File: src/verilog/sbc_exec_defs.vh
`ifndef SBC_EXEC_DEFS_VH
`define SBC_EXEC_DEFS_VH

// ------------------------------------------------------------
// Operation codes
// ------------------------------------------------------------
`define SBC_OP_PUSH_RP   4'h0
`define SBC_OP_POP_PSW   4'h1
`define SBC_OP_POP_RP    4'h2
`define SBC_OP_JMP_REL   4'h3
`define SBC_OP_JMP_ACC   4'h4
`define SBC_OP_JMP_CY    4'h5
`define SBC_OP_JMP_NCY   4'h6
`define SBC_OP_JMP_Z     4'h7
`define SBC_OP_JMP_NZ    4'h8
`define SBC_OP_BIT_SET   4'h9
`define SBC_OP_BIT_CLR   4'ha
`define SBC_OP_BIT_TCLR  4'hb
`define SBC_OP_DJNZ_REG  4'hc
`define SBC_OP_DJNZ_MEM  4'hd
`define SBC_OP_INT_EN    4'he
`define SBC_OP_INT_DIS   4'hf

// ------------------------------------------------------------
// Bit operand kinds
// ------------------------------------------------------------
`define SBC_KIND_SADDR   3'h0
`define SBC_KIND_SFR     3'h1
`define SBC_KIND_ACC     3'h2
`define SBC_KIND_PSW     3'h3
`define SBC_KIND_PTR     3'h4

// ------------------------------------------------------------
// Status word fields and register indices
// ------------------------------------------------------------
`define SBC_PSW_IE       3'h7
`define SBC_PSW_Z        3'h6
`define SBC_PSW_AC       3'h4
`define SBC_PSW_CY       3'h0
`define SBC_PSW_RESET    8'h02
`define SBC_SP_RESET     16'h0000
`define SBC_PC_RESET     16'h0000
`define SBC_REG_X        3'h0
`define SBC_REG_A        3'h1
`define SBC_REG_C        3'h2
`define SBC_REG_B        3'h3
`define SBC_REG_L        3'h6
`define SBC_REG_H        3'h7
`define SBC_LOAD_PSW     4'h8
`define SBC_LOAD_SPL     4'h9
`define SBC_LOAD_SPH     4'ha
`define SBC_LOAD_PCL     4'hb
`define SBC_LOAD_PCH     4'hc

`endif

File: src/verilog/sbc_exec.v
`timescale 1ns/1ns
`default_nettype none
`include "sbc_exec_defs.vh"

module sbc_exec #(
  parameter [15:0] HSRAM_LO = 16'hfb00,  // First byte of internal high-speed RAM.
  parameter [15:0] HSRAM_HI = 16'hfeff   // Last byte of internal high-speed RAM.
) (
  // Clock and reset.
  input  wire        CLK,
  input  wire        ARST_N,
  // CPU clock selection: tick every 2**sel system clocks, sel 0..4.
  input  wire [2:0]  CPU_CLOCK_CTRL_REG,
  // Instruction request.
  input  wire        START,
  input  wire [3:0]  OP,
  input  wire [2:0]  KIND,
  input  wire [2:0]  BIT_SEL,
  input  wire [1:0]  PAIR_SEL,
  input  wire        LOOP_SEL_B,
  input  wire [7:0]  REL_DISP8,
  input  wire [15:0] OPND_ADDR,
  // State load port, used only while idle.
  input  wire        LOAD_EN,
  input  wire [3:0]  LOAD_SEL,
  input  wire [7:0]  LOAD_DATA,
  // Memory port.
  output reg         MEM_RD,
  output reg         MEM_WR,
  output reg  [15:0] MEM_ADDR,
  output reg  [7:0]  MEM_WDATA,
  input  wire [7:0]  MEM_RDATA,
  // Status and architectural state.
  output reg         BUSY,
  output reg         DONE,
  output reg         TAKEN,
  output reg  [15:0] PC,
  output reg  [15:0] SP,
  output reg  [7:0]  STATUS_WORD,
  output reg  [63:0] REGS
);

  // ------------------------------------------------------------
  // Reset release
  // ------------------------------------------------------------
  reg        rst_meta;  // First stage of the reset release.
  reg        rst_n;     // Released reset used by the design.

  // Reset asserts at once and releases after two clock edges.
  always @(posedge CLK or negedge ARST_N) begin
    if (!ARST_N) begin
      rst_meta <= 1'b0;
      rst_n    <= 1'b0;
    end else begin
      rst_meta <= 1'b1;
      rst_n    <= rst_meta;
    end
  end

  // ------------------------------------------------------------
  // CPU clock divider
  // ------------------------------------------------------------
  reg  [3:0] div_cnt;   // Free-running divider count.
  reg  [3:0] div_mask;  // Bits that must all be one for a tick.
  wire       cpu_tick;  // One-cycle enable per CPU clock period.

  // The selection is limited to divide by sixteen.
  always @* begin
    case (CPU_CLOCK_CTRL_REG)
      3'h0:    div_mask = 4'h0;
      3'h1:    div_mask = 4'h1;
      3'h2:    div_mask = 4'h3;
      3'h3:    div_mask = 4'h7;
      default: div_mask = 4'hf;
    endcase
  end

  assign cpu_tick = ((div_cnt & div_mask) == div_mask);

  // The divider counts system clocks.
  always @(posedge CLK or negedge rst_n) begin
    if (!rst_n) begin
      div_cnt <= 4'h0;
    end else begin
      div_cnt <= div_cnt + 4'h1;
    end
  end

  // ------------------------------------------------------------
  // Cycle count and length tables
  // ------------------------------------------------------------
  // Number of CPU cycles for an operation; far selects the long count.
  function [3:0] cyc_count;
    input [3:0] op;
    input [2:0] kind;
    input       far;
    begin
      case (op)
        `SBC_OP_PUSH_RP, `SBC_OP_POP_RP: cyc_count = 4'h4;
        `SBC_OP_POP_PSW: cyc_count = 4'h2;
        `SBC_OP_JMP_ACC: cyc_count = 4'h8;
        `SBC_OP_DJNZ_MEM: cyc_count = far ? 4'ha : 4'h8;
        `SBC_OP_BIT_SET: begin
          case (kind)
            `SBC_KIND_SADDR: cyc_count = far ? 4'h9 : 4'h8;
            `SBC_KIND_SFR:   cyc_count = 4'hb;
            `SBC_KIND_ACC:   cyc_count = 4'h8;
            `SBC_KIND_PSW:   cyc_count = 4'h9;
            default:         cyc_count = far ? 4'hb : 4'ha;
          endcase
        end
        `SBC_OP_BIT_CLR: begin
          case (kind)
            `SBC_KIND_ACC:   cyc_count = 4'h8;
            `SBC_KIND_SFR, `SBC_KIND_PSW: cyc_count = 4'hb;
            default:         cyc_count = far ? 4'hb : 4'ha;
          endcase
        end
        `SBC_OP_BIT_TCLR: begin
          case (kind)
            `SBC_KIND_ACC:   cyc_count = 4'h8;
            `SBC_KIND_SFR, `SBC_KIND_PSW: cyc_count = 4'hc;
            default:         cyc_count = far ? 4'hc : 4'ha;
          endcase
        end
        default: cyc_count = 4'h6;
      endcase
    end
  endfunction

  // Instruction length in bytes, the base of relative targets.
  function [2:0] op_len;
    input [3:0] op;
    input [2:0] kind;
    begin
      case (op)
        `SBC_OP_PUSH_RP, `SBC_OP_POP_PSW, `SBC_OP_POP_RP: op_len = 3'h1;
        `SBC_OP_DJNZ_MEM: op_len = 3'h3;
        `SBC_OP_BIT_SET:  op_len = (kind == `SBC_KIND_SFR) ? 3'h4 : 3'h3;
        `SBC_OP_BIT_CLR, `SBC_OP_BIT_TCLR: begin
          if (kind == `SBC_KIND_SFR || kind == `SBC_KIND_SADDR || kind == `SBC_KIND_PSW) begin
            op_len = 3'h4;
          end else begin
            op_len = 3'h3;
          end
        end
        default: op_len = 3'h2;
      endcase
    end
  endfunction

  // ------------------------------------------------------------
  // Request decode
  // ------------------------------------------------------------
  wire [15:0] ptr_addr  = {REGS[8*`SBC_REG_H +: 8], REGS[8*`SBC_REG_L +: 8]};
  wire        bit_op    = (OP == `SBC_OP_BIT_SET) || (OP == `SBC_OP_BIT_CLR) || (OP == `SBC_OP_BIT_TCLR);
  wire        mem_kind  = (KIND == `SBC_KIND_SADDR) || (KIND == `SBC_KIND_SFR) || (KIND == `SBC_KIND_PTR);
  wire        uses_mem  = (bit_op && mem_kind) || (OP == `SBC_OP_DJNZ_MEM);
  wire [15:0] eff_addr  = (bit_op && KIND == `SBC_KIND_PTR) ? ptr_addr : OPND_ADDR;
  wire        far_acc   = uses_mem && ((eff_addr < HSRAM_LO) || (eff_addr > HSRAM_HI));

  // ------------------------------------------------------------
  // Execution state
  // ------------------------------------------------------------
  reg  [3:0]  step;      // CPU cycle within the instruction.
  reg  [3:0]  last_step; // Final cycle of the instruction.
  reg  [3:0]  op_q;      // Latched operation.
  reg  [2:0]  kind_q;    // Latched bit operand kind.
  reg  [2:0]  bit_q;     // Latched bit number.
  reg  [1:0]  pair_q;    // Latched register pair.
  reg         loop_b_q;  // Loop register is B when set, else C.
  reg  [7:0]  disp_q;    // Latched displacement.
  reg  [15:0] addr_q;    // Latched memory operand address.
  reg  [2:0]  len_q;     // Latched instruction length.
  reg  [7:0]  opnd;      // Byte read from memory.

  wire [15:0] sext_disp = {{8{disp_q[7]}}, disp_q};
  wire [15:0] seq_pc    = PC + {13'h0000, len_q};
  wire [15:0] rel_pc    = seq_pc + sext_disp;
  wire [7:0]  bit_mask  = 8'h01 << bit_q;
  wire [7:0]  acc_byte  = REGS[8*`SBC_REG_A +: 8];
  wire [7:0]  loop_byte = loop_b_q ? REGS[8*`SBC_REG_B +: 8] : REGS[8*`SBC_REG_C +: 8];
  wire [7:0]  loop_dec  = loop_byte - 8'h01;
  wire [5:0]  lo_base   = {pair_q, 4'h0};  // Low byte of the pair: register 2*pair.
  wire [5:0]  hi_base   = {pair_q, 4'h8};  // High byte of the pair: register 2*pair+1.
  wire [5:0]  loop_base = loop_b_q ? 6'h18 : 6'h10;

  // Source byte for the bit test: accumulator, status word or memory.
  reg  [7:0]  test_byte;
  always @* begin
    case (kind_q)
      `SBC_KIND_ACC: test_byte = acc_byte;
      `SBC_KIND_PSW: test_byte = STATUS_WORD;
      default:       test_byte = opnd;
    endcase
  end
  wire        test_bit  = |(test_byte & bit_mask);
  wire        mem_opnd  = (kind_q == `SBC_KIND_SADDR) || (kind_q == `SBC_KIND_SFR) || (kind_q == `SBC_KIND_PTR);

  // Branch decision at the final cycle.
  reg         go;
  always @* begin
    case (op_q)
      `SBC_OP_JMP_REL:  go = 1'b1;
      `SBC_OP_JMP_CY:   go = STATUS_WORD[`SBC_PSW_CY];
      `SBC_OP_JMP_NCY:  go = ~STATUS_WORD[`SBC_PSW_CY];
      `SBC_OP_JMP_Z:    go = STATUS_WORD[`SBC_PSW_Z];
      `SBC_OP_JMP_NZ:   go = ~STATUS_WORD[`SBC_PSW_Z];
      `SBC_OP_BIT_SET, `SBC_OP_BIT_TCLR: go = test_bit;
      `SBC_OP_BIT_CLR:  go = ~test_bit;
      `SBC_OP_DJNZ_REG: go = (loop_dec != 8'h00);
      `SBC_OP_DJNZ_MEM: go = (opnd != 8'h00);
      default:          go = 1'b0;
    endcase
  end

  // ------------------------------------------------------------
  // Sequencer
  // ------------------------------------------------------------
  // Takes a request while idle, steps once per CPU tick, commits at the end.
  always @(posedge CLK or negedge rst_n) begin
    if (!rst_n) begin
      BUSY <= 1'b0;
      DONE <= 1'b0;
      TAKEN <= 1'b0;
      MEM_RD <= 1'b0;
      MEM_WR <= 1'b0;
      MEM_ADDR <= 16'h0000;
      MEM_WDATA <= 8'h00;
      PC <= `SBC_PC_RESET;
      SP <= `SBC_SP_RESET;
      STATUS_WORD <= `SBC_PSW_RESET;
      REGS <= 64'h0000000000000000;
      step <= 4'h0;
      last_step <= 4'h0;
      op_q <= 4'h0;
      kind_q <= 3'h0;
      bit_q <= 3'h0;
      pair_q <= 2'h0;
      loop_b_q <= 1'b0;
      disp_q <= 8'h00;
      addr_q <= 16'h0000;
      len_q <= 3'h0;
      opnd <= 8'h00;
    end else begin
      DONE <= 1'b0;
      if (!BUSY) begin
        // Idle: state loads, then a new request.
        if (LOAD_EN) begin
          if (LOAD_SEL[3] == 1'b0) begin
            REGS[{LOAD_SEL[2:0], 3'b000} +: 8] <= LOAD_DATA;
          end else if (LOAD_SEL == `SBC_LOAD_PSW) begin
            STATUS_WORD <= LOAD_DATA;
          end else if (LOAD_SEL == `SBC_LOAD_SPL) begin
            SP[7:0] <= LOAD_DATA;
          end else if (LOAD_SEL == `SBC_LOAD_SPH) begin
            SP[15:8] <= LOAD_DATA;
          end else if (LOAD_SEL == `SBC_LOAD_PCL) begin
            PC[7:0] <= LOAD_DATA;
          end else if (LOAD_SEL == `SBC_LOAD_PCH) begin
            PC[15:8] <= LOAD_DATA;
          end
        end else if (START) begin
          BUSY <= 1'b1;
          TAKEN <= 1'b0;
          step <= 4'h0;
          last_step <= cyc_count(OP, KIND, far_acc) - 4'h1;
          op_q <= OP;
          kind_q <= KIND;
          bit_q <= BIT_SEL;
          pair_q <= PAIR_SEL;
          loop_b_q <= LOOP_SEL_B;
          disp_q <= REL_DISP8;
          addr_q <= eff_addr;
          len_q <= op_len(OP, KIND);
        end
      end else if (cpu_tick) begin
        // Strobes stand for one CPU cycle.
        MEM_RD <= 1'b0;
        MEM_WR <= 1'b0;
        step <= step + 4'h1;
        case (op_q)
          `SBC_OP_PUSH_RP: begin
            if (step == 4'h0) begin
              MEM_WR <= 1'b1;
              MEM_ADDR <= SP - 16'h0001;
              MEM_WDATA <= REGS[hi_base +: 8];
            end else if (step == 4'h1) begin
              MEM_WR <= 1'b1;
              MEM_ADDR <= SP - 16'h0002;
              MEM_WDATA <= REGS[lo_base +: 8];
            end
          end
          `SBC_OP_POP_PSW, `SBC_OP_POP_RP: begin
            if (step == 4'h0) begin
              MEM_RD <= 1'b1;
              MEM_ADDR <= SP;
            end else if (step == 4'h1 && op_q == `SBC_OP_POP_PSW) begin
              STATUS_WORD <= MEM_RDATA;
            end else if (step == 4'h1) begin
              opnd <= MEM_RDATA;
              MEM_RD <= 1'b1;
              MEM_ADDR <= SP + 16'h0001;
            end else if (step == 4'h2) begin
              REGS[lo_base +: 8] <= opnd;
              REGS[hi_base +: 8] <= MEM_RDATA;
            end
          end
          `SBC_OP_BIT_SET, `SBC_OP_BIT_CLR, `SBC_OP_BIT_TCLR, `SBC_OP_DJNZ_MEM: begin
            if (step == 4'h0 && (mem_opnd || op_q == `SBC_OP_DJNZ_MEM)) begin
              MEM_RD <= 1'b1;
              MEM_ADDR <= addr_q;
            end else if (step == 4'h1 && op_q == `SBC_OP_DJNZ_MEM) begin
              opnd <= MEM_RDATA - 8'h01;
            end else if (step == 4'h1 && mem_opnd) begin
              opnd <= MEM_RDATA;
            end else if (step == 4'h2 && op_q == `SBC_OP_DJNZ_MEM) begin
              MEM_WR <= 1'b1;
              MEM_WDATA <= opnd;
            end else if (step == 4'h2 && op_q == `SBC_OP_BIT_TCLR && mem_opnd && test_bit) begin
              MEM_WR <= 1'b1;
              MEM_WDATA <= opnd & ~bit_mask;
            end
          end
          default: begin
            // Register-only operations touch memory not at all.
          end
        endcase
        // Final cycle: program counter, pointers and flags.
        if (step == last_step) begin
          BUSY <= 1'b0;
          DONE <= 1'b1;
          TAKEN <= go;
          PC <= go ? rel_pc : seq_pc;
          case (op_q)
            `SBC_OP_PUSH_RP: SP <= SP - 16'h0002;
            `SBC_OP_POP_PSW: SP <= SP + 16'h0001;
            `SBC_OP_POP_RP:  SP <= SP + 16'h0002;
            `SBC_OP_JMP_ACC: PC <= {acc_byte, REGS[8*`SBC_REG_X +: 8]};
            `SBC_OP_INT_EN:  STATUS_WORD[`SBC_PSW_IE] <= 1'b1;
            `SBC_OP_INT_DIS: STATUS_WORD[`SBC_PSW_IE] <= 1'b0;
            `SBC_OP_DJNZ_REG: REGS[loop_base +: 8] <= loop_dec;
            `SBC_OP_BIT_TCLR: begin
              if (test_bit && kind_q == `SBC_KIND_PSW) begin
                STATUS_WORD <= STATUS_WORD & ~bit_mask;
              end else if (test_bit && kind_q == `SBC_KIND_ACC) begin
                REGS[8*`SBC_REG_A +: 8] <= acc_byte & ~bit_mask;
              end
            end
            default: begin
              // Other branches leave the flags as they are.
            end
          endcase
        end
      end
    end
  end

endmodule
`default_nettype wire

File: config.mk
export PLATFORM = sky130hd
export DESIGN_NAME = sbc_exec
export DESIGN_NICKNAME = d
export VERILOG_FILES = /design/src/verilog/sbc_exec.v
export VERILOG_INCLUDE_DIRS = /design/src /design/src/verilog
export SDC_FILE = /design/constraint.sdc
export NUM_CORES = 1
export LEC_CHECK = 0
export BUFFER_PORTS_ARGS = -buffer_cell sky130_fd_sc_hd__buf_4
export CORE_MARGIN = 1.5
export CORE_UTILIZATION = 40
export CTS_BUF_LIST = sky130_fd_sc_hd__clkbuf_8
export CTS_CLUSTER_DIAMETER = 120
export DETAILED_ROUTE_END_ITERATION = 7
export PLACE_DENSITY_LB_ADDON = 0.2
export RECOVER_POWER = 50
export SYNTH_ARGS = -nofsm -noshare
export SYNTH_HDL_FRONTEND = slang
export SYNTH_SLANG_ARGS = --single-unit
export TNS_END_PERCENT = 100
File: constraint.sdc
create_clock -name CLK -period 6.5 [get_ports CLK]
set_clock_uncertainty 0.05 [all_clocks]
set_input_delay 0.325 -clock CLK [delete_from_list [all_inputs] [get_ports CLK]]
set_output_delay 0.325 -clock CLK [all_outputs]
set_load 0.02 [all_outputs]
==> qor.yml, run 1 <==
worst_hold_path:
  worstHoldStart: "KIND[0]"
  hold_class: "in2reg"
  min_to: "kind_q[0]$_DFFE_PN0P_"
  hold_depth: 3
floorplan:
  core_area_um2: 35600
  io_pins: 197
  rows: 69
  initial_core_util_pct: 40.6
  die-area_um2: 37300
  chipWidth_um: 193
  die_y_um: 193
placement:
  dpl.hpwl_mm: 42.2
  io_buffer_count: 196
  dp_cells: 2304
  gp_congestion: 0.942
  placed_area_um2: 16200
clocking:
  cts_tree: "done"
  cts_resized: 0
  clock-sinks: 195
  cts_hold_buf: 16
  cts_inserted_buffers: 17
  postCtsSetupRepairBufs: 0
  clkSlewWorstSetupHoldPaths_ns: 0.12
  clock_tree.buffer_depth: 2
  htree_num_levels: 4
  cts-root-buf: "clkbuf_8"
  worstSkewPairLatency_ns: 0.53
detailed_routing:
  dr_total_vias: 14600
  wire_per_inst_um: 24.7
  first_iter_violations: 1517
  dr.pass1.iters: 5
  routed_wl_mm: 58.2
  routed_via_density: 6.20
  antenna_left: 0
  drc: 0
grt:
  grt_pass1_wl_mm: 86.5
  grt-ovfl-total: 0
  antenna_found_initial: 0
  grt_pass1_vias: 13600
  grt_util_all_layers_pct: 31.3
  grt_max_degree: 72
sta:
  min_period_ns: 4.43
  fmax_ghz: 0.226
  hold_viol: 0
  rsz0062_at_grt: "no"
  tightest_slew_ns: 2.73
  setup-violations-final: 0
  fin_setup_tns_ns: 0
  slew_headroom_pct: -81.9
  finalMaxSlewViolations: 199
  min_period_over_period_pct: 68.1
job:
  cap_violations: 4
worst_setup_path:
  path_cells: "clkbuf_1 > clkinv_1 > clkbuf_1 > nand2_1 > o22a_1 > o22ai_1 > nor2_1 > a2111oi_0 > o21bai_1"
  path_common_cell: "clkbuf_1"
  worstSetupEndpointType: "flip-flop"
  cp.arrival_ns: 4.82
  reg2reg_slack_ns: 2.07
  cp_max_fo: 24
  r2r_cells: 9
  path_delay_family: "buffers and inverters"
  cpMaxStageDelayCell: "clkbuf_1"
  critPathRequiredTime_ns: 6.90
  rr_endpoint: "SP[1]$_DFFE_PN0P_"
  startpoint_type: "flip-flop"
  r2r_start: "BUSY$_DFF_PN0_"
  critPathKind: "reg2reg"
  critPathBufInv: 3
  cpPeakStageDelay_ns: 1.08
logic_synthesis:
  synth.net_count: 1860
  synthDistinctLibCells: 92
  netlist_area_um2: 14400
  ys_warn_count: 0
  yosysSeqAreaShare_pct: 33.8
  synth_flop_cell: "dfrtp_1"
  async_flop_share_pct: 100
  syn_inst: 1750
  synth_edf_count: 0
  ys_ff_latch: 195
  avgSynthCellArea_um2: 8.26
power:
  p_total_mw: 7.35
  powerDensity_nw_per_um2: 453
  ir_worst_vdd_uv: 251
  p_leak_nw: 6.73
outcome:
  failed_checks: "max-capacitance violations, max-slew violations"
  status: "complete, but fails checks"
finish:
  n_antenna_cell: 0
  final_common_cell: "nand2_1"
  fillers: 3679
  layout-drive-gt1-share_pct: 9.68
  fin_nets: 1988
  mostFrequentLayoutCells: "231 x nand2_1, 193 x dfrtp_1, 166 x o21ai_0"
  fin_util_pct: 45.6
  layout.cells.non_filler: 2352
  multiInputGateArea_um2: 8940
  fin_area_um2: 16200
  area_growth_pct: 12.3
  register_area_um2: 4880
## area by class of cell
type                            count  area share [%]
Clock buffer                       18            1.53
Inverter                           38           0.879
Tap cell                          461            3.56
Multi-Input combinational cell   1391            55.1
Timing Repair Buffer              235            7.94
Sequential cell                   195            30.1
Clock inverter                     14           0.910
## per-stage QoR
stage,hold WS (ns),setup slack (ns)
floorplan,-0.0206,0.616
global placement,0.0577,2.58
detailed placement,0.0589,2.48
CTS,0.0136,2.45
global route,0.0298,1.72
finish,0.0308,2.07
## power breakdown
part	leakage [nW]	total (mW)	switching (mW)	internal (mW)
clock network	0.198	0.848	0.521	0.326
logic	4.10	3.94	2.45	1.49
registers	2.44	2.56	0.916	1.65
total	6.73	7.35	3.89	3.46
## layer usage
metal	global-route usage, %	part of all wire, %
met2	49.1	45
met1	43.0	43
met3	5.36	8.1
met5	0	0
met4	12.2	3.8
## synthesized netlist by cell type, drive strengths merged, types with 9 or more instances
cell	instances	share of area [%]
nor2	147	3.8
a221oi	20	1.3
a211oi	21	1.1
mux4	16	2.5
xor2	27	1.6
o31ai	9	0.47
nand4	9	0.39
inv	37	0.96
nor3b	12	0.62
a22oi	47	2.4
mux2	22	1.7
dfrtp	194	34
nand2b	11	0.48
nor3	37	1.3
o21ai	170	5.9
and3	23	1.0
a31oi	23	1.0
or3	20	0.87
xnor2	40	2.4
clkbuf	94	2.4
nand2	231	6.0
a21oi	139	4.8
o22ai	15	0.65
nor2b	32	1.4
nand3	46	1.6
mux2i	57	3.9
ha	44	3.8
nor4	12	0.71
buf	32	1.1
a21o	14	0.73
o211ai	22	1.1
## flip-flops by register name (all words and copies together), names as in the netlist, 2 cells and up
register / cells
op_q: 4
MEM_WDATA: 8
step: 4
last_step: 4
kind_q: 3
MEM_ADDR: 16
bit_q: 3
opnd: 8
div_cnt: 4
pair_q: 2
len_q: 3
addr_q: 16
REGS: 64
PC: 16
disp_q: 8
SP: 16
STATUS_WORD: 8
## worst register-to-register path, cell delays in order, from the launching register on
cell and delay (ns):
dfrtp_2 0.40, clkbuf_1 0.54, clkinv_1 0.16, clkbuf_1 1.08, nand2_1 0.32, o22a_1 0.31, o22ai_1 0.77, nor2_1 0.13
a2111oi_0 0.43, o21bai_1 0.18
## worst max-delay path by stage
stage / startpoint / to / slack (ns) / depth (start not counted)
global route: rst_n$_DFF_PN0_ / BUSY$_DFF_PN0_ / 1.72 / 1
global placement: PC[1]$_DFFE_PN0P_ / PC[15]$_DFFE_PN0P_ / 2.58 / 15
CTS: PC[1]$_DFFE_PN0P_ / PC[15]$_DFFE_PN0P_ / 2.45 / 15
detailed placement: PC[1]$_DFFE_PN0P_ / PC[15]$_DFFE_PN0P_ / 2.48 / 15
floorplan: rst_n$_DFF_PN0_ / BUSY$_DFF_PN0_ / 0.62 / 0
finish: BUSY$_DFF_PN0_ / SP[1]$_DFFE_PN0P_ / 2.07 / 9
## logic make-up after synthesis
group                    count (synthesis)  synth area share [%]
AND/OR/NAND/NOR                        633                  21.3
flip-flops                             195                  33.8
buffers and inverters                  164                  4.49
AO/OA/AOI/OAI                          549                  24.0
XOR/XNOR                                67                  4.06
other                                    1                0.0260
multiplexers                            95                  8.16
adder cells (fa/ha/maj)                 46                  4.09
(Power assumes the default switching activity.)
==> inputs of run 2 (changes only) <==
clock period = 4.6 ns   (was 6.5 ns; I/O delays follow)
==> qor.yml, run 2 (same netlist as run 1, synthesis figures left out) <==
outcome:
  status: "complete, but fails checks"
  failed_checks: "design-rule violations, max-capacitance violations, max-slew violations"
sta:
  min_period_over_period_pct: 87.9
  tightest_slew_ns: 2.60
  min_period_ns: 4.04
  fin_hold_ws_ns: 0.0632
  setup-violations-final: 0
  fmax_ghz: 0.247
  finalMaxSlewViolations: 166
  slew_headroom_pct: -73.3
  hold_viol: 0
  fin_setup_tns_ns: 0
  rsz0062_at_grt: "no"
finish:
  final_common_cell: "nand2_1"
  area_growth_pct: 16.3
  regMostFlops: "REGS"
  fin_nets: 2027
  layout-drive-gt1-share_pct: 12.7
  mostFrequentLayoutCells: "230 x nand2_1, 194 x dfrtp_1, 166 x o21ai_0"
  largest_register_ff_count: 64
  n_antenna_cell: 0
detailed_routing:
  routed_via_density: 6.16
  wire_per_inst_um: 24.4
  routed_wl_mm: 58.2
  dr.pass1.iters: 8
  antenna_left: 0
  dr_total_vias: 14700
  first_iter_violations: 1539
  drc: 1
worst_hold_path:
  hold_class: "in2reg"
grt:
  grt_pass1_wl_mm: 87.1
  grt_pass1_vias: 14200
  antenna_found_initial: 2
  grt_max_degree: 120
  grt-ovfl-total: 0
  grt_util_all_layers_pct: 31.4
clocking:
  htree_num_levels: 4
  postCtsSetupRepairBufs: 0
  clock-sinks: 195
  clock_tree.buffer_depth: 2
  cts_tree: "done"
  clkSlewWorstSetupHoldPaths_ns: 0.12
  cts_inserted_buffers: 17
  cts-root-buf: "clkbuf_8"
  worstSkewPairLatency_ns: 0.53
worst_setup_path:
  path_cells: "ha_1 > a21o_1 > a21oi_1 > nor2_1 > and3_1 > xor2_1 > ha_1 > and4_1 > nor3b_1 > a211oi_1 > a211oi_1 > or3_1 > a21o_1 > and4_1 > o31ai_1"
  critPathBufInv: 0
  cp_max_fo: 6
  path_delay_family: "compound AO/OA/AOI/OAI gates"
  critPathRequiredTime_ns: 4.98
  cp.arrival_ns: 4.43
  startpoint_type: "flip-flop"
  cpMaxStageDelayCell: "a211oi_1"
  worstSetupEndpointType: "flip-flop"
  critPathKind: "reg2reg"
  cpPeakStageDelay_ns: 0.44
power:
  powerDensity_nw_per_um2: 630
  ir_worst_vdd_uv: 294
  p_leak_nw: 7.12
placement:
  gp_congestion: 0.924
  io_buffer_count: 196
  dpl.hpwl_mm: 42.3
floorplan:
  io_pins: 197
  core_area_um2: 35600
  die-area_um2: 37300
  rows: 69
  chipWidth_um: 193
  initial_core_util_pct: 40.6
  die_y_um: 193
job:
  cap_violations: 2
run 2: stage by stage:
stage	utilization (%)	instance area [um^2]	std cells	setup slack [ns]	total power, mW
after CTS	48.2	17200	2391	0.551	10.8
after detailed placement	45.8	16300	2316	0.586	9.45
after floorplan	-	14500	1750	0.889	7.15
after global routing	47.3	16800	2391	0.273	11.3
final	47.3	16800	2391	0.555	10.6
after global placement	45.8	16300	2316	0.678	9.37
run 2: per-layer routing:
metal  vias up  part of all wire, %  track usage, %
met5         -                    0               0
met4         0                  4.6            15.0
met3       146                  8.4            5.39
met2       791                   45            49.6
met1      7065                   42            41.7
li1       6727                    -               -
run 2: area by class of cell:
class	count	area, um^2
Multi-Input combinational cell	1391	8940
Clock inverter	15	199
Tap cell	461	577
Timing Repair Buffer	274	1830
Fill cell	3575	18800
Sequential cell	195	4880
Inverter	38	143
Clock buffer	17	234
run 2: final timing paths:
kind                            slack [ns]                from  depth (start not counted)                         end
worst max-delay path                  0.56   PC[1]$_DFFE_PN0P_                         15          PC[15]$_DFFE_PN0P_
worst min-delay path                  0.06        MEM_RDATA[0]                          3  STATUS_WORD[0]$_DFFE_PN0P_
worst max register to register        0.56   PC[1]$_DFFE_PN0P_                         15          PC[15]$_DFFE_PN0P_
worst min register to register        0.32  rst_meta$_DFF_PN0_                          0             rst_n$_DFF_PN0_
max in group asynchronous             0.94     rst_n$_DFF_PN0_                          1    MEM_WDATA[2]$_DFFE_PN0P_
min in group asynchronous             0.50     rst_n$_DFF_PN0_                          0       disp_q[7]$_DFFE_PN0P_
run 2: power by group:
| part | switching [mW] | total (mW) | internal, mW |
|---|---|---|---|
| sequential | 1.29 | 3.62 | 2.33 |
| clock | 0.748 | 1.26 | 0.511 |
| combinational | 3.46 | 5.71 | 2.25 |
| total | 5.51 | 10.6 | 5.09 |
run 2: worst reg2reg max path: stages, from the launching register on:
cell	delay [ns]
dfrtp_1	0.41
ha_1	0.30
a21o_1	0.18
a21oi_1	0.30
nor2_1	0.11
and3_1	0.21
xor2_1	0.15
ha_1	0.36
and4_1	0.18
nor3b_1	0.13
a211oi_1	0.44
a211oi_1	0.17
or3_1	0.42
a21o_1	0.18
and4_1	0.19
o31ai_1	0.18
run 2: timing repair:
action	CTS	global route
resized for setup	0	0
hold endpoints to repair	44	0
hold buffers	43	0
==> inputs of run 3 (changes only) <==
CORE_ASPECT_RATIO = 1.2   (was not set)
==> qor.yml, run 3 (same netlist as run 1, synthesis figures left out) <==
outcome:
  status: "complete, but fails checks"
  failed_checks: "max-capacitance violations, max-slew violations"
sta:
  finalMaxSlewViolations: 152
  slew_headroom_pct: -13.7
  fmax_ghz: 0.240
  min_period_over_period_pct: 90.6
  fin_ws_ns: 0.434
  fin_setup_tns_ns: 0
  min_period_ns: 4.17
  rsz0062_at_grt: "no"
  setup-violations-final: 0
  tightest_slew_ns: 1.71
  hold_viol: 0
  fin_hold_ws_ns: 0.0531
floorplan:
  io_pins: 197
  initial_core_util_pct: 40.4
  chipWidth_um: 177
  die_y_um: 211
  rows: 76
  die-area_um2: 37300
  core_area_um2: 35800
finish:
  layout.cells.non_filler: 2400
  fin_nets: 2029
  layout-drive-gt1-share_pct: 12.0
  register_area_um2: 4880
  regMostFlops: "REGS"
  fillers: 3705
  mostFrequentLayoutCells: "230 x nand2_1, 194 x dfrtp_1, 166 x o21ai_0"
  multiInputGateArea_um2: 8940
  final_common_cell: "nand2_1"
  area_growth_pct: 16.2
  largest_register_ff_count: 64
  n_antenna_cell: 0
power:
  powerDensity_nw_per_um2: 632
  p_total_mw: 10.6
  ir_worst_vdd_uv: 369
  p_leak_nw: 7.08
worst_hold_path:
  hold_depth: 3
  hold_class: "in2reg"
  min_to: "STATUS_WORD[0]$_DFFE_PN0P_"
  worstHoldStart: "MEM_RDATA[0]"
job:
  cap_violations: 2
worst_setup_path:
  critPathKind: "reg2reg"
  reg2reg_slack_ns: 0.43
  worstSetupEndpointType: "flip-flop"
  cp.arrival_ns: 4.55
  rr_endpoint: "PC[15]$_DFFE_PN0P_"
  startpoint_type: "flip-flop"
  r2r_start: "PC[1]$_DFFE_PN0P_"
  r2r_cells: 15
  cp_max_fo: 6
  critPathRequiredTime_ns: 4.98
grt:
  grt_util_all_layers_pct: 31.2
  grt_max_degree: 112
  grt_pass1_vias: 14100
  grt-ovfl-total: 0
  antenna_found_initial: 0
  grt_pass1_wl_mm: 87.5
detailed_routing:
  drc: 0
  routed_wl_mm: 57.4
  antenna_left: 0
  dr.pass1.iters: 7
  wire_per_inst_um: 23.9
  routed_via_density: 6.14
  first_iter_violations: 1414
  dr_total_vias: 14700
clocking:
  cts_resized: 0
  clkSlewWorstSetupHoldPaths_ns: 0.11
  cts_inserted_buffers: 17
  clock-sinks: 195
  postCtsSetupRepairBufs: 0
  worstSkewPairLatency_ns: 0.53
  cts_hold_buf: 42
  clock_tree.buffer_depth: 2
  cts_tree: "done"
  htree_num_levels: 4
  cts-root-buf: "clkbuf_8"
placement:
  io_buffer_count: 196
  dpl.hpwl_mm: 42.2
  gp_congestion: 0.972
  dp_slack_ns: 0.512
  dp_cells: 2326
-- run 3: cell count changes in the layout (fill, tap and decap cells not counted), sizes merged --
cell | before | now
clkbuf | 107 | 123
buf | 141 | 128
clkinv | 8 | 6
bufinv | 2 | 3
dlygate4sd3 | 43 | 42
inv | 43 | 44
-- run 3: power by group --
part / leakage [nW] / switching (mW) / total [mW] / internal (mW)
registers: 2.44 / 1.25 / 3.58 / 2.32
clock network: 0.229 / 0.749 / 1.31 / 0.566
logic: 4.41 / 3.50 / 5.72 / 2.22
-- run 3: stage by stage --
stage	util, %	instance area, um^2
5_1_grt	47.0	16800
3_5_place_dp	45.7	16300
4_1_cts	48.1	17200
6_report	47.0	16800
3_3_place_gp	45.7	16300
2_1_floorplan	-	14500
-- run 3: worst max-delay path by stage --
stage | from | endpoint | slack (ns) | cells after the start
2_1_floorplan | PC[1]$_DFFE_PN0P_ | PC[15]$_DFFE_PN0P_ | 0.89 | 15
3_3_place_gp | PC[1]$_DFFE_PN0P_ | PC[15]$_DFFE_PN0P_ | 0.61 | 15
3_5_place_dp | PC[1]$_DFFE_PN0P_ | PC[15]$_DFFE_PN0P_ | 0.51 | 15
4_1_cts | PC[1]$_DFFE_PN0P_ | PC[15]$_DFFE_PN0P_ | 0.47 | 15
5_1_grt | PC[1]$_DFFE_PN0P_ | PC[15]$_DFFE_PN0P_ | 0.23 | 15
6_report | PC[1]$_DFFE_PN0P_ | PC[15]$_DFFE_PN0P_ | 0.43 | 15
-- run 3: area by class of cell --
class / instances / area share (%)
Inverter: 38 / 0.850
Multi-Input combinational cell: 1391 / 53.2
Clock inverter: 15 / 1.30
Sequential cell: 195 / 29.1
Timing Repair Buffer: 276 / 10.7
Clock buffer: 17 / 1.39
Tap cell: 468 / 3.49
-- run 3: metal layers --
metal  part of all wire (%)  track usage [%]
met1                     39             39.3
met5                      0                0
met2                     47             50.3
met4                    5.7             16.8
met3                    7.7             5.78
-- run 3: worst max-delay path: stages (launching register included) --
cell	delay (ns)
dfrtp_1	0.42
ha_1	0.30
a21o_1	0.18
a21oi_1	0.28
nor2_1	0.12
and3_1	0.21
xor2_1	0.19
ha_1	0.33
and4_1	0.19
nor3b_1	0.13
a211oi_1	0.45
a211oi_1	0.21
or3_1	0.43
a21o_1	0.18
and4_1	0.19
o31ai_1	0.21
